--- src/include/ref_cal_pkg.sv ---
// Purpose: Constants shared by the reference, regulator and sensor offset register bank.
// Assumes: Byte-wide special-function-register access on clk_sys.
// Notes: Offsets are the special-function addresses of the registers.
// Notes on behaviour
// - High offset register holds offset bits nine..two.
// - Low register bits 7:6 hold offset bits 1:0.
// - Low register bits 5:0 read zero, ignore writes.
// - Offset equals sensor reading at zero degrees.
// - Select bit picks reference pin or supply.
// - Override bit forces internal regulator as reference.
// - Reference control bit 2 enables sensor.
// - Unused reference control bits read zero.
// - Stop config clear keeps regulator running in stop.
// - Stop config set shuts regulator in stop.
// - Bypass bit turns regulator off, bypass mode.
// - Regulator control bits 7,6; reset clears register.
package ref_cal_pkg;
   // Register addresses.
   localparam logic [7:0] ADDR_OFFSET_LOW = 8'h85;
   localparam logic [7:0] ADDR_OFFSET_HIGH = 8'h86;
   localparam logic [7:0] ADDR_REF_CTRL = 8'hd1;
   localparam logic [7:0] ADDR_REG_CTRL = 8'hc7;
   // Field positions.
   localparam int LOW_OFFSET_MSB = 7;
   localparam int LOW_OFFSET_LSB = 6;
   localparam int REF_OVERRIDE_BIT = 4;
   localparam int REF_SELECT_BIT = 3;
   localparam int SENSOR_ENABLE_BIT = 2;
   localparam int STOP_CONFIG_BIT = 7;
   localparam int BYPASS_BIT = 6;
   // Writable-bit masks and reset values.
   localparam logic [7:0] REF_CTRL_MASK = 8'h1c;
   localparam logic [7:0] LOW_MASK = 8'hc0;
   localparam logic [7:0] REF_CTRL_RESET = 8'h00;
   localparam logic [7:0] REG_CTRL_RESET = 8'h00;
   localparam logic [9:0] OFFSET_RESET = 10'h000;
   // Reference source codes driven to the analog multiplexer.
   typedef enum logic [1:0]
   {
      REF_PIN = 2'b00,
      REF_SUPPLY = 2'b01,
      REF_REGULATOR = 2'b10
   } ref_source_t;
endpackage

--- src/hw/ref_select_and_cal_regs.sv ---
// Purpose: Register bank for sensor offset, reference select and regulator control.
// Assumes: One clock; sfr_wr and sfr_rd are single-cycle strobes from core logic.
// Notes: Read data is registered and appears one cycle after the read strobe.
`timescale 1ns/1ps
module ref_select_and_cal_regs
   import ref_cal_pkg::*;
(
   input wire logic clk_sys,
   input wire logic nrst,
   input wire logic [7:0] sfr_addr,
   input wire logic sfr_wr,
   input wire logic sfr_rd,
   input wire logic [7:0] sfr_wdata,
   input wire logic [9:0] cal_offset,
   output logic [7:0] sfr_rdata,
   output logic [1:0] ref_source,
   output logic sensor_enable,
   output logic stop_power_config,
   output logic regulator_bypass,
   output logic regulator_off,
   output logic pin_reset_only
);

   // Calibration word from non-volatile store, read only after reset release.
   logic load_pending_reg;
   // Offset storage; the bits of the low byte that always read zero are not stored.
   logic [9:0] zero_point_reg;
   logic [9:0] zero_point_next;
   // Reference control storage, all eight bits kept; the unused ones stay zero through the write mask.
   logic [7:0] ref_ctrl_reg;
   logic [7:0] ref_ctrl_next;
   // Regulator control, all eight bits read-write.
   logic [7:0] reg_ctrl_reg;
   logic [7:0] read_next;
   logic [1:0] ref_source_next;
   ref_source_t src_sel;

   // Address decode as named wires.
   wire hit_low = sfr_addr == ADDR_OFFSET_LOW;
   wire hit_high = sfr_addr == ADDR_OFFSET_HIGH;
   wire hit_ref = sfr_addr == ADDR_REF_CTRL;
   wire hit_reg = sfr_addr == ADDR_REG_CTRL;
   wire [7:0] low_view = {zero_point_reg[1:0], 6'h00};
   wire [7:0] high_view = zero_point_reg[9:2];

   // Offset next value: calibration load takes precedence, then software writes.
   always_comb
   begin
      zero_point_next = zero_point_reg;
      if (load_pending_reg)
      begin
         zero_point_next = cal_offset;
      end
      else if (sfr_wr && hit_high)
      begin
         zero_point_next[9:2] = sfr_wdata;
      end
      else if (sfr_wr && hit_low)
      begin
         // Only bits 7:6 land; the rest are dropped.
         zero_point_next[1:0] = sfr_wdata[LOW_OFFSET_MSB:LOW_OFFSET_LSB];
      end
   end

   // Unused bits are masked away on write so they always read zero.
   assign ref_ctrl_next = (sfr_wr && hit_ref) ? (sfr_wdata & REF_CTRL_MASK) : ref_ctrl_reg;

   // Override wins over the select bit.
   always_comb
   begin
      if (ref_ctrl_next[REF_OVERRIDE_BIT])
      begin
         src_sel = REF_REGULATOR;
      end
      else if (ref_ctrl_next[REF_SELECT_BIT])
      begin
         src_sel = REF_SUPPLY;
      end
      else
      begin
         src_sel = REF_PIN;
      end
   end
   assign ref_source_next = src_sel;

   // Read multiplexer; unmapped addresses read zero.
   assign read_next = hit_low ? low_view :
                      hit_high ? high_view :
                      hit_ref ? ref_ctrl_reg :
                      hit_reg ? reg_ctrl_reg : 8'h00;

   // Calibration load sequencing; the cal port is sampled only after release, never in reset.
   always_ff @(posedge clk_sys or negedge nrst)
   begin
      if (!nrst)
      begin
         load_pending_reg <= 1'b1;
         zero_point_reg <= OFFSET_RESET;
      end
      else
      begin
         load_pending_reg <= 1'b0;
         zero_point_reg <= zero_point_next;
      end
   end

   // Control registers, cleared by reset.
   always_ff @(posedge clk_sys or negedge nrst)
   begin
      if (!nrst)
      begin
         ref_ctrl_reg <= REF_CTRL_RESET;
         reg_ctrl_reg <= REG_CTRL_RESET;
      end
      else
      begin
         ref_ctrl_reg <= ref_ctrl_next;
         if (sfr_wr && hit_reg)
         begin
            reg_ctrl_reg <= sfr_wdata;
         end
      end
   end

   // Outputs come straight from flip-flops, updated together with the register.
   always_ff @(posedge clk_sys or negedge nrst)
   begin
      if (!nrst)
      begin
         sfr_rdata <= 8'h00;
         ref_source <= REF_PIN;
         sensor_enable <= 1'b0;
         stop_power_config <= 1'b0;
         regulator_bypass <= 1'b0;
         regulator_off <= 1'b0;
         pin_reset_only <= 1'b0;
      end
      else
      begin
         sfr_rdata <= sfr_rd ? read_next : 8'h00;
         ref_source <= ref_source_next;
         sensor_enable <= ref_ctrl_next[SENSOR_ENABLE_BIT];
         if (sfr_wr && hit_reg)
         begin
            // Clear keeps the regulator alive in stop; set shuts it down there.
            stop_power_config <= sfr_wdata[STOP_CONFIG_BIT];
            pin_reset_only <= sfr_wdata[STOP_CONFIG_BIT];
            // Bypass must only be used with an external regulator; hardware cannot check it.
            regulator_bypass <= sfr_wdata[BYPASS_BIT];
            regulator_off <= sfr_wdata[BYPASS_BIT];
         end
      end
   end

   // Checks.
   low_zero_a: assert property (@(posedge clk_sys) disable iff (!nrst)
      sfr_rd && hit_low |=> sfr_rdata[5:0] == 6'h00)
      else $error("Low offset unused bits not zero.");
   high_read_a: assert property (@(posedge clk_sys) disable iff (!nrst)
      sfr_rd && hit_high && !sfr_wr && !load_pending_reg |=> sfr_rdata == $past(zero_point_reg[9:2]))
      else $error("High offset read mismatch.");
   low_read_a: assert property (@(posedge clk_sys) disable iff (!nrst)
      sfr_rd && hit_low && !load_pending_reg |=> sfr_rdata[7:6] == $past(zero_point_reg[1:0]))
      else $error("Low offset read mismatch.");
   cal_load_a: assert property (@(posedge clk_sys) disable iff (!nrst)
      load_pending_reg |=> zero_point_reg == $past(cal_offset))
      else $error("Calibration not loaded.");
   ref_unused_a: assert property (@(posedge clk_sys) disable iff (!nrst)
      (ref_ctrl_reg & ~REF_CTRL_MASK) == 8'h00)
      else $error("Reference unused bits set.");
   override_src_a: assert property (@(posedge clk_sys) disable iff (!nrst)
      ref_ctrl_reg[REF_OVERRIDE_BIT] |-> ref_source == REF_REGULATOR)
      else $error("Override not honoured.");
   select_src_a: assert property (@(posedge clk_sys) disable iff (!nrst)
      !ref_ctrl_reg[REF_OVERRIDE_BIT] |-> ref_source == (ref_ctrl_reg[REF_SELECT_BIT] ? REF_SUPPLY : REF_PIN))
      else $error("Select not honoured.");
   sensor_en_a: assert property (@(posedge clk_sys) disable iff (!nrst)
      sensor_enable == ref_ctrl_reg[SENSOR_ENABLE_BIT])
      else $error("Sensor enable mismatch.");
   stop_cfg_a: assert property (@(posedge clk_sys) disable iff (!nrst)
      stop_power_config == reg_ctrl_reg[STOP_CONFIG_BIT] && pin_reset_only == stop_power_config)
      else $error("Stop config mismatch.");
   bypass_a: assert property (@(posedge clk_sys) disable iff (!nrst)
      sfr_wr && hit_reg |=> regulator_off == $past(sfr_wdata[BYPASS_BIT]) && regulator_bypass == regulator_off)
      else $error("Bypass not applied.");
   reg_write_a: assert property (@(posedge clk_sys) disable iff (!nrst)
      sfr_wr && hit_reg ##1 sfr_rd && hit_reg && !sfr_wr |=> sfr_rdata == $past(sfr_wdata, 2))
      else $error("Regulator control readback mismatch.");
   cov_override_c: cover property (@(posedge clk_sys) disable iff (!nrst) ref_source == REF_REGULATOR);
   cov_supply_c: cover property (@(posedge clk_sys) disable iff (!nrst) ref_source == REF_SUPPLY);
   cov_stop_c: cover property (@(posedge clk_sys) disable iff (!nrst) stop_power_config && regulator_bypass);
   cov_low_wr_c: cover property (@(posedge clk_sys) disable iff (!nrst) sfr_wr && hit_low ##1 sfr_rd && hit_low);

endmodule // ref_select_and_cal_regs

--- config.mk ---
export PLATFORM = sky130hd
export DESIGN_NAME = ref_select_and_cal_regs
export DESIGN_NICKNAME = d
export VERILOG_FILES = /design/src/include/ref_cal_pkg.sv /design/src/hw/ref_select_and_cal_regs.sv
export SDC_FILE = /design/constraint.sdc
export NUM_CORES = 1
export LEC_CHECK = 0
export BUFFER_PORTS_ARGS = -buffer_cell sky130_fd_sc_hd__buf_2
export CORE_MARGIN = 3
export CORE_UTILIZATION = 54
export DETAILED_ROUTE_END_ITERATION = 8
export PLACE_DENSITY = 0.82
export SLEW_MARGIN = 20
export SYNTH_ARGS = -nofsm -noshare
export SYNTH_HDL_FRONTEND = slang
export SYNTH_SLANG_ARGS = --single-unit
--- constraint.sdc ---
create_clock -name clk_sys -period 3 [get_ports clk_sys]
set_input_delay 0.15 -clock clk_sys [delete_from_list [all_inputs] [get_ports clk_sys]]
set_output_delay 0.15 -clock clk_sys [all_outputs]
set_load 0.1 [all_outputs]
After elaboration in Yosys (flattened, before gate mapping)
Index checks and enable logic that the tools add are counted.
Word-level totals
  input bits: 30
  register bits: 35
  output and inout bits: 15
Cells by class
  mux-type cells: 12
  eq/ne operators: 5
  reduce and logical (&&, ||, !) cells: 7
Operators by type and width (number)
  8-bit 2-to-1 mux: 6
  8-bit == test, second input constant: 4
  10-bit 2-to-1 mux: 1
  2-bit 2-to-1 mux: 3
  5-bit 2-to-1 mux: 1
  1-bit logical AND: 4
  2-bit nonzero test: 2
  2-bit inequality test, second input constant: 1
  2-bit AND reduction: 1
  1-bit 2-to-1 mux: 1

Depth between registers and ports, before layout
  word-level depth: 6
  mapped depth: 6
  mapped depth without buffers: 4

Worst setup path before layout
Ideal clock, no wire load.
  path kind: input to register
  start point: input sfr_addr[3]
  end point: register reg_ctrl_reg[6]
  buffers on the path: 1
  setup time: 0.126 ns
  setup slack: 1.386 ns
  cell stages on the path: 4
  arrival: 1.489 ns
  cell sequence: or4b_4 -> or3_1 -> buf_6 -> mux2_4
Between the ends
  longest elaborated chain between the ends: 2
RTL lines
  from (decl): RTL line ref_select_and_cal_regs.sv:10  | input wire logic [7:0] sfr_addr,
  8-bit == test: RTL line ref_select_and_cal_regs.sv:42  | wire hit_reg = sfr_addr == ADDR_REG_CTRL;
  1-bit logical AND: RTL line ref_select_and_cal_regs.sv:118  | if (sfr_wr && hit_reg)
  to (signal assigned): RTL line ref_select_and_cal_regs.sv:120  | reg_ctrl_reg <= sfr_wdata;
  to (decl): RTL line ref_select_and_cal_regs.sv:33  | logic [7:0] reg_ctrl_reg;
No other way between the ends.
A chain may end at the register's enable or synchronous reset.

Worst setup path in the final report
  start point: input sfr_addr[3]
  end point: register sfr_rdata[7]
Between the ends
  longest elaborated chain between the ends: 6
  elaborated cells on any way between the ends: 9
  those cells by class: 4 x eq/ne; 5 x mux
RTL lines
  8-bit == test: RTL line ref_select_and_cal_regs.sv:42
  8-bit 2-to-1 mux: RTL line ref_select_and_cal_regs.sv:90  | hit_reg ? reg_ctrl_reg : 8'h00;
  8-bit 2-to-1 mux: RTL line ref_select_and_cal_regs.sv:89  | hit_ref ? ref_ctrl_reg :
  8-bit 2-to-1 mux: RTL line ref_select_and_cal_regs.sv:88  | hit_high ? high_view :
  8-bit 2-to-1 mux (*): RTL line ref_select_and_cal_regs.sv:87  | assign read_next = hit_low ? low_view :
  8-bit 2-to-1 mux (*): RTL line ref_select_and_cal_regs.sv:140  | sfr_rdata <= sfr_rd ? read_next : 8'h00;
  to (signal assigned): RTL line ref_select_and_cal_regs.sv:140
  to (decl): RTL line ref_select_and_cal_regs.sv:15  | output logic [7:0] sfr_rdata,
Every way passes the cells marked *; elsewhere a longest branch is shown, timed or not.

==> results.sh <==
export IMPL_run_status="completed"
export IMPL_syn_num_nets=165
export IMPL_hp_class="primary input to register"
export IMPL_largest_reg_flops=10
export IMPL_synth_warnings=0
export IMPL_dp_cells=200
export IMPL_finalClockSkew_ps=16.61
export IMPL_firstDrtPassIters=5
export IMPL_vdd_ir_drop_worst_uv=367.0
export IMPL_grt_max_degree=32
export IMPL_rows=18
export IMPL_drt_initial_drc_count=53
export IMPL_final_common_cell="buf_2"
export IMPL_synth_cells=135
export IMPL_grt_ovfl_total=0
export IMPL_r2r_cells=1
export IMPL_initial_core_util_pct=58.60
export IMPL_critPathKind="primary input to register"
export IMPL_layout_cells_non_filler=209
export IMPL_cts_sinks=31
export IMPL_grt_use_total_pct=20.56
export IMPL_hold_slack_ps=40.72
export IMPL_rr_startpoint="load_pending_reg"
export IMPL_hold_end="zero_point_reg[0]"
export IMPL_worstPathArrival_ps=1920
export IMPL_comb_power_share_pct=14.3
export IMPL_netSwitchingFraction_pct=27.48
export IMPL_syn_to_final_growth_pct=19.13
export IMPL_htreeDepth=2
export IMPL_p_leak_nw=0.9193
export IMPL_vias=1238
export IMPL_switchingPower_uw=235.3
export IMPL_finalCriticalPeriod_ps=1681
export IMPL_start_kind="primary input"
export IMPL_die_h_um=58.56
export IMPL_numPortBuffers=44
export IMPL_mostFrequentLayoutCells="44 x buf_2, 30 x dfrtp_1, 13 x a21oi_1, 11 x nand2_1"
export IMPL_insertion_delay_ps=330
export IMPL_cpMaxStageDelayCell="and2_0"
export IMPL_die_x_um=58.56
export IMPL_slowest_delay_ps=740
export IMPL_min_from="cal_offset[0]"
export IMPL_synth_top_cell_area_share_pct=50.34
export IMPL_drt_wl_total_um=3285
export IMPL_maxSlewViolCount=0
export IMPL_netlist_top_cell_by_area="dfrtp_1"
export IMPL_dp_hpwl_um=2337
export IMPL_drive_gt1_share_pct=39.66
export IMPL_drcViolationCount=0
export IMPL_period_share_pct=56.03
export IMPL_maxSlewHeadroom_pct=45.74
export IMPL_clk_pin_slew_ps=100
export IMPL_ys_seq_elements=31
export IMPL_antenna_cells=0
export IMPL_finalSetupTns_ps=0
export IMPL_rsz0062_at_grt="false"
export IMPL_ys_types=30
export IMPL_gp_congestion=0.8052
export IMPL_grt_pass1_wl_um=5285
export IMPL_cts_tree="done"
export IMPL_setup_viol=0
export IMPL_io_pins=45
export IMPL_power_share_sequential_pct=53.1
export IMPL_rr_endpoint="zero_point_reg[1]"
export IMPL_final_util_pct=69.81
export IMPL_ant_nets=0
export IMPL_min_path_cells=2
export IMPL_cp_end_kind="register"
export IMPL_cts_buffer_depth=2
export IMPL_hold_viol_final=0
export IMPL_path_delay_family="simple AND/OR/NAND/NOR gates"
export IMPL_clockPowerShare_pct=32.6
export IMPL_synth_area_top_cells="dfrtp_1 50%, mux2_4 8.1%, mux2_2 5.3%"
export IMPL_antenna_found_initial=0
export IMPL_crit_required_ps=3240
export IMPL_die_area_um2=3429
export IMPL_cts_root_buffer_cell="clkbuf_4"
export IMPL_core_um2=2545
export IMPL_syn_area_um2=1491
export IMPL_seq_area_frac_synth_pct=52.10
export IMPL_viasPerCell=5.923
export IMPL_tightest_slew_ps=813.5
export IMPL_numCtsBuffers=5
export IMPL_timing_fmax_mhz=595.0
export IMPL_p_int_uw=621.1
export IMPL_detail_route_wl_per_cell_um=15.72
export IMPL_nets=208
export IMPL_cp_cell_sequence="buf_2 > nor4b_1 > and2_0 > a22oi_1 > a21oi_1"
export IMPL_syn_mean_instance_area_um2=11.05
export IMPL_grt_pass1_vias=1148
export IMPL_cts_resized=0
export IMPL_cap_violations=0
export IMPL_ff2ff_setup_slack_ps=1810
export IMPL_path_buf_inv=1
export IMPL_power_density_nw_per_um2=482.0
export IMPL_worst_path_max_fanout=16
power by group through the flow:
stage	clock, mW	sequential [mW]	combinational, mW
finish	0.279	0.454	0.123
floorplan	0	0.476	0.0619
global route	0.301	0.457	0.132
global placement	0	0.461	0.118
detailed placement	0	0.462	0.121
CTS	0.283	0.454	0.123
kinds of logic (layout without fill, tap and decap cells):
family	after synthesis	count (layout)	synth area share, %
AND/OR/NAND/NOR	40	40	15.27
AO/OA/AOI/OAI	34	34	13.67
flip-flops	31	31	52.10
multiplexers	16	16	14.01
buffers and inverters	13	57	4.697
other	1	1	0.2514
what timing repair did:
item | in CTS | in global routing
buffers inserted | 0 | 0
hold endpoints to repair | 30 | 0
hold buffers | 1 | 0
metrics by stage:
step / instance area, um2 / power (mW) / setup slack (ps)
2_1_floorplan: 1491 / 0.5384 / 1386
3_3_place_gp: 1694 / 0.5791 / 1064
3_5_place_dp: 1694 / 0.5837 / 1047
4_1_cts: 1777 / 0.8599 / 1384
5_1_grt: 1777 / 0.8908 / 1097
6_report: 1777 / 0.8564 / 1319
worst max-delay path by stage:
stage	depth (start not counted)	startpoint	endpoint	slack, ps
after global routing	5	sfr_addr[3]	sfr_rdata[7]	1100
after detailed placement	4	sfr_addr[3]	reg_ctrl_reg[1]	1050
after floorplan	4	sfr_addr[3]	reg_ctrl_reg[6]	1390
after CTS	5	sfr_addr[3]	zero_point_reg[2]	1380
after global placement	4	sfr_addr[3]	reg_ctrl_reg[2]	1060
final	5	sfr_addr[3]	sfr_rdata[7]	1320
synth_stat cells, drive strengths merged:
cell and n:
dfrtp 30, mux2 15, a21oi 13, nand2 11
a31oi 8, nor2b 8, nor2 7, a22oi 5
buf 5, o21ai 5, clkbuf 4, inv 4
a221oi 3, and4bb 2, nand2b 2, nand3 2
nand3b 2, and2 1, conb 1, dfstp 1
mux2i 1, nand4 1, nor4 1, nor4b 1
or3 1, or4b 1
final cells by class:
type,instances,area (um2)
Sequential cell,31,777.0
Fill cell,191,768.2
Multi-Input combinational cell,91,644.4
Timing Repair Buffer,45,230.2
Clock buffer,7,65.06
Tap cell,30,37.54
Inverter,4,15.01
Clock inverter,1,7.507
per-layer routing:
layer	GRT usage [%]	wire length (um)	up-vias
li1	-	-	564
met2	31.90	1547	77
met4	9.934	106	0
met5	0	0	-
met1	25.97	1330	579
met3	6.579	300	18
No activity file was read; power rests on OpenSTA's default activity.
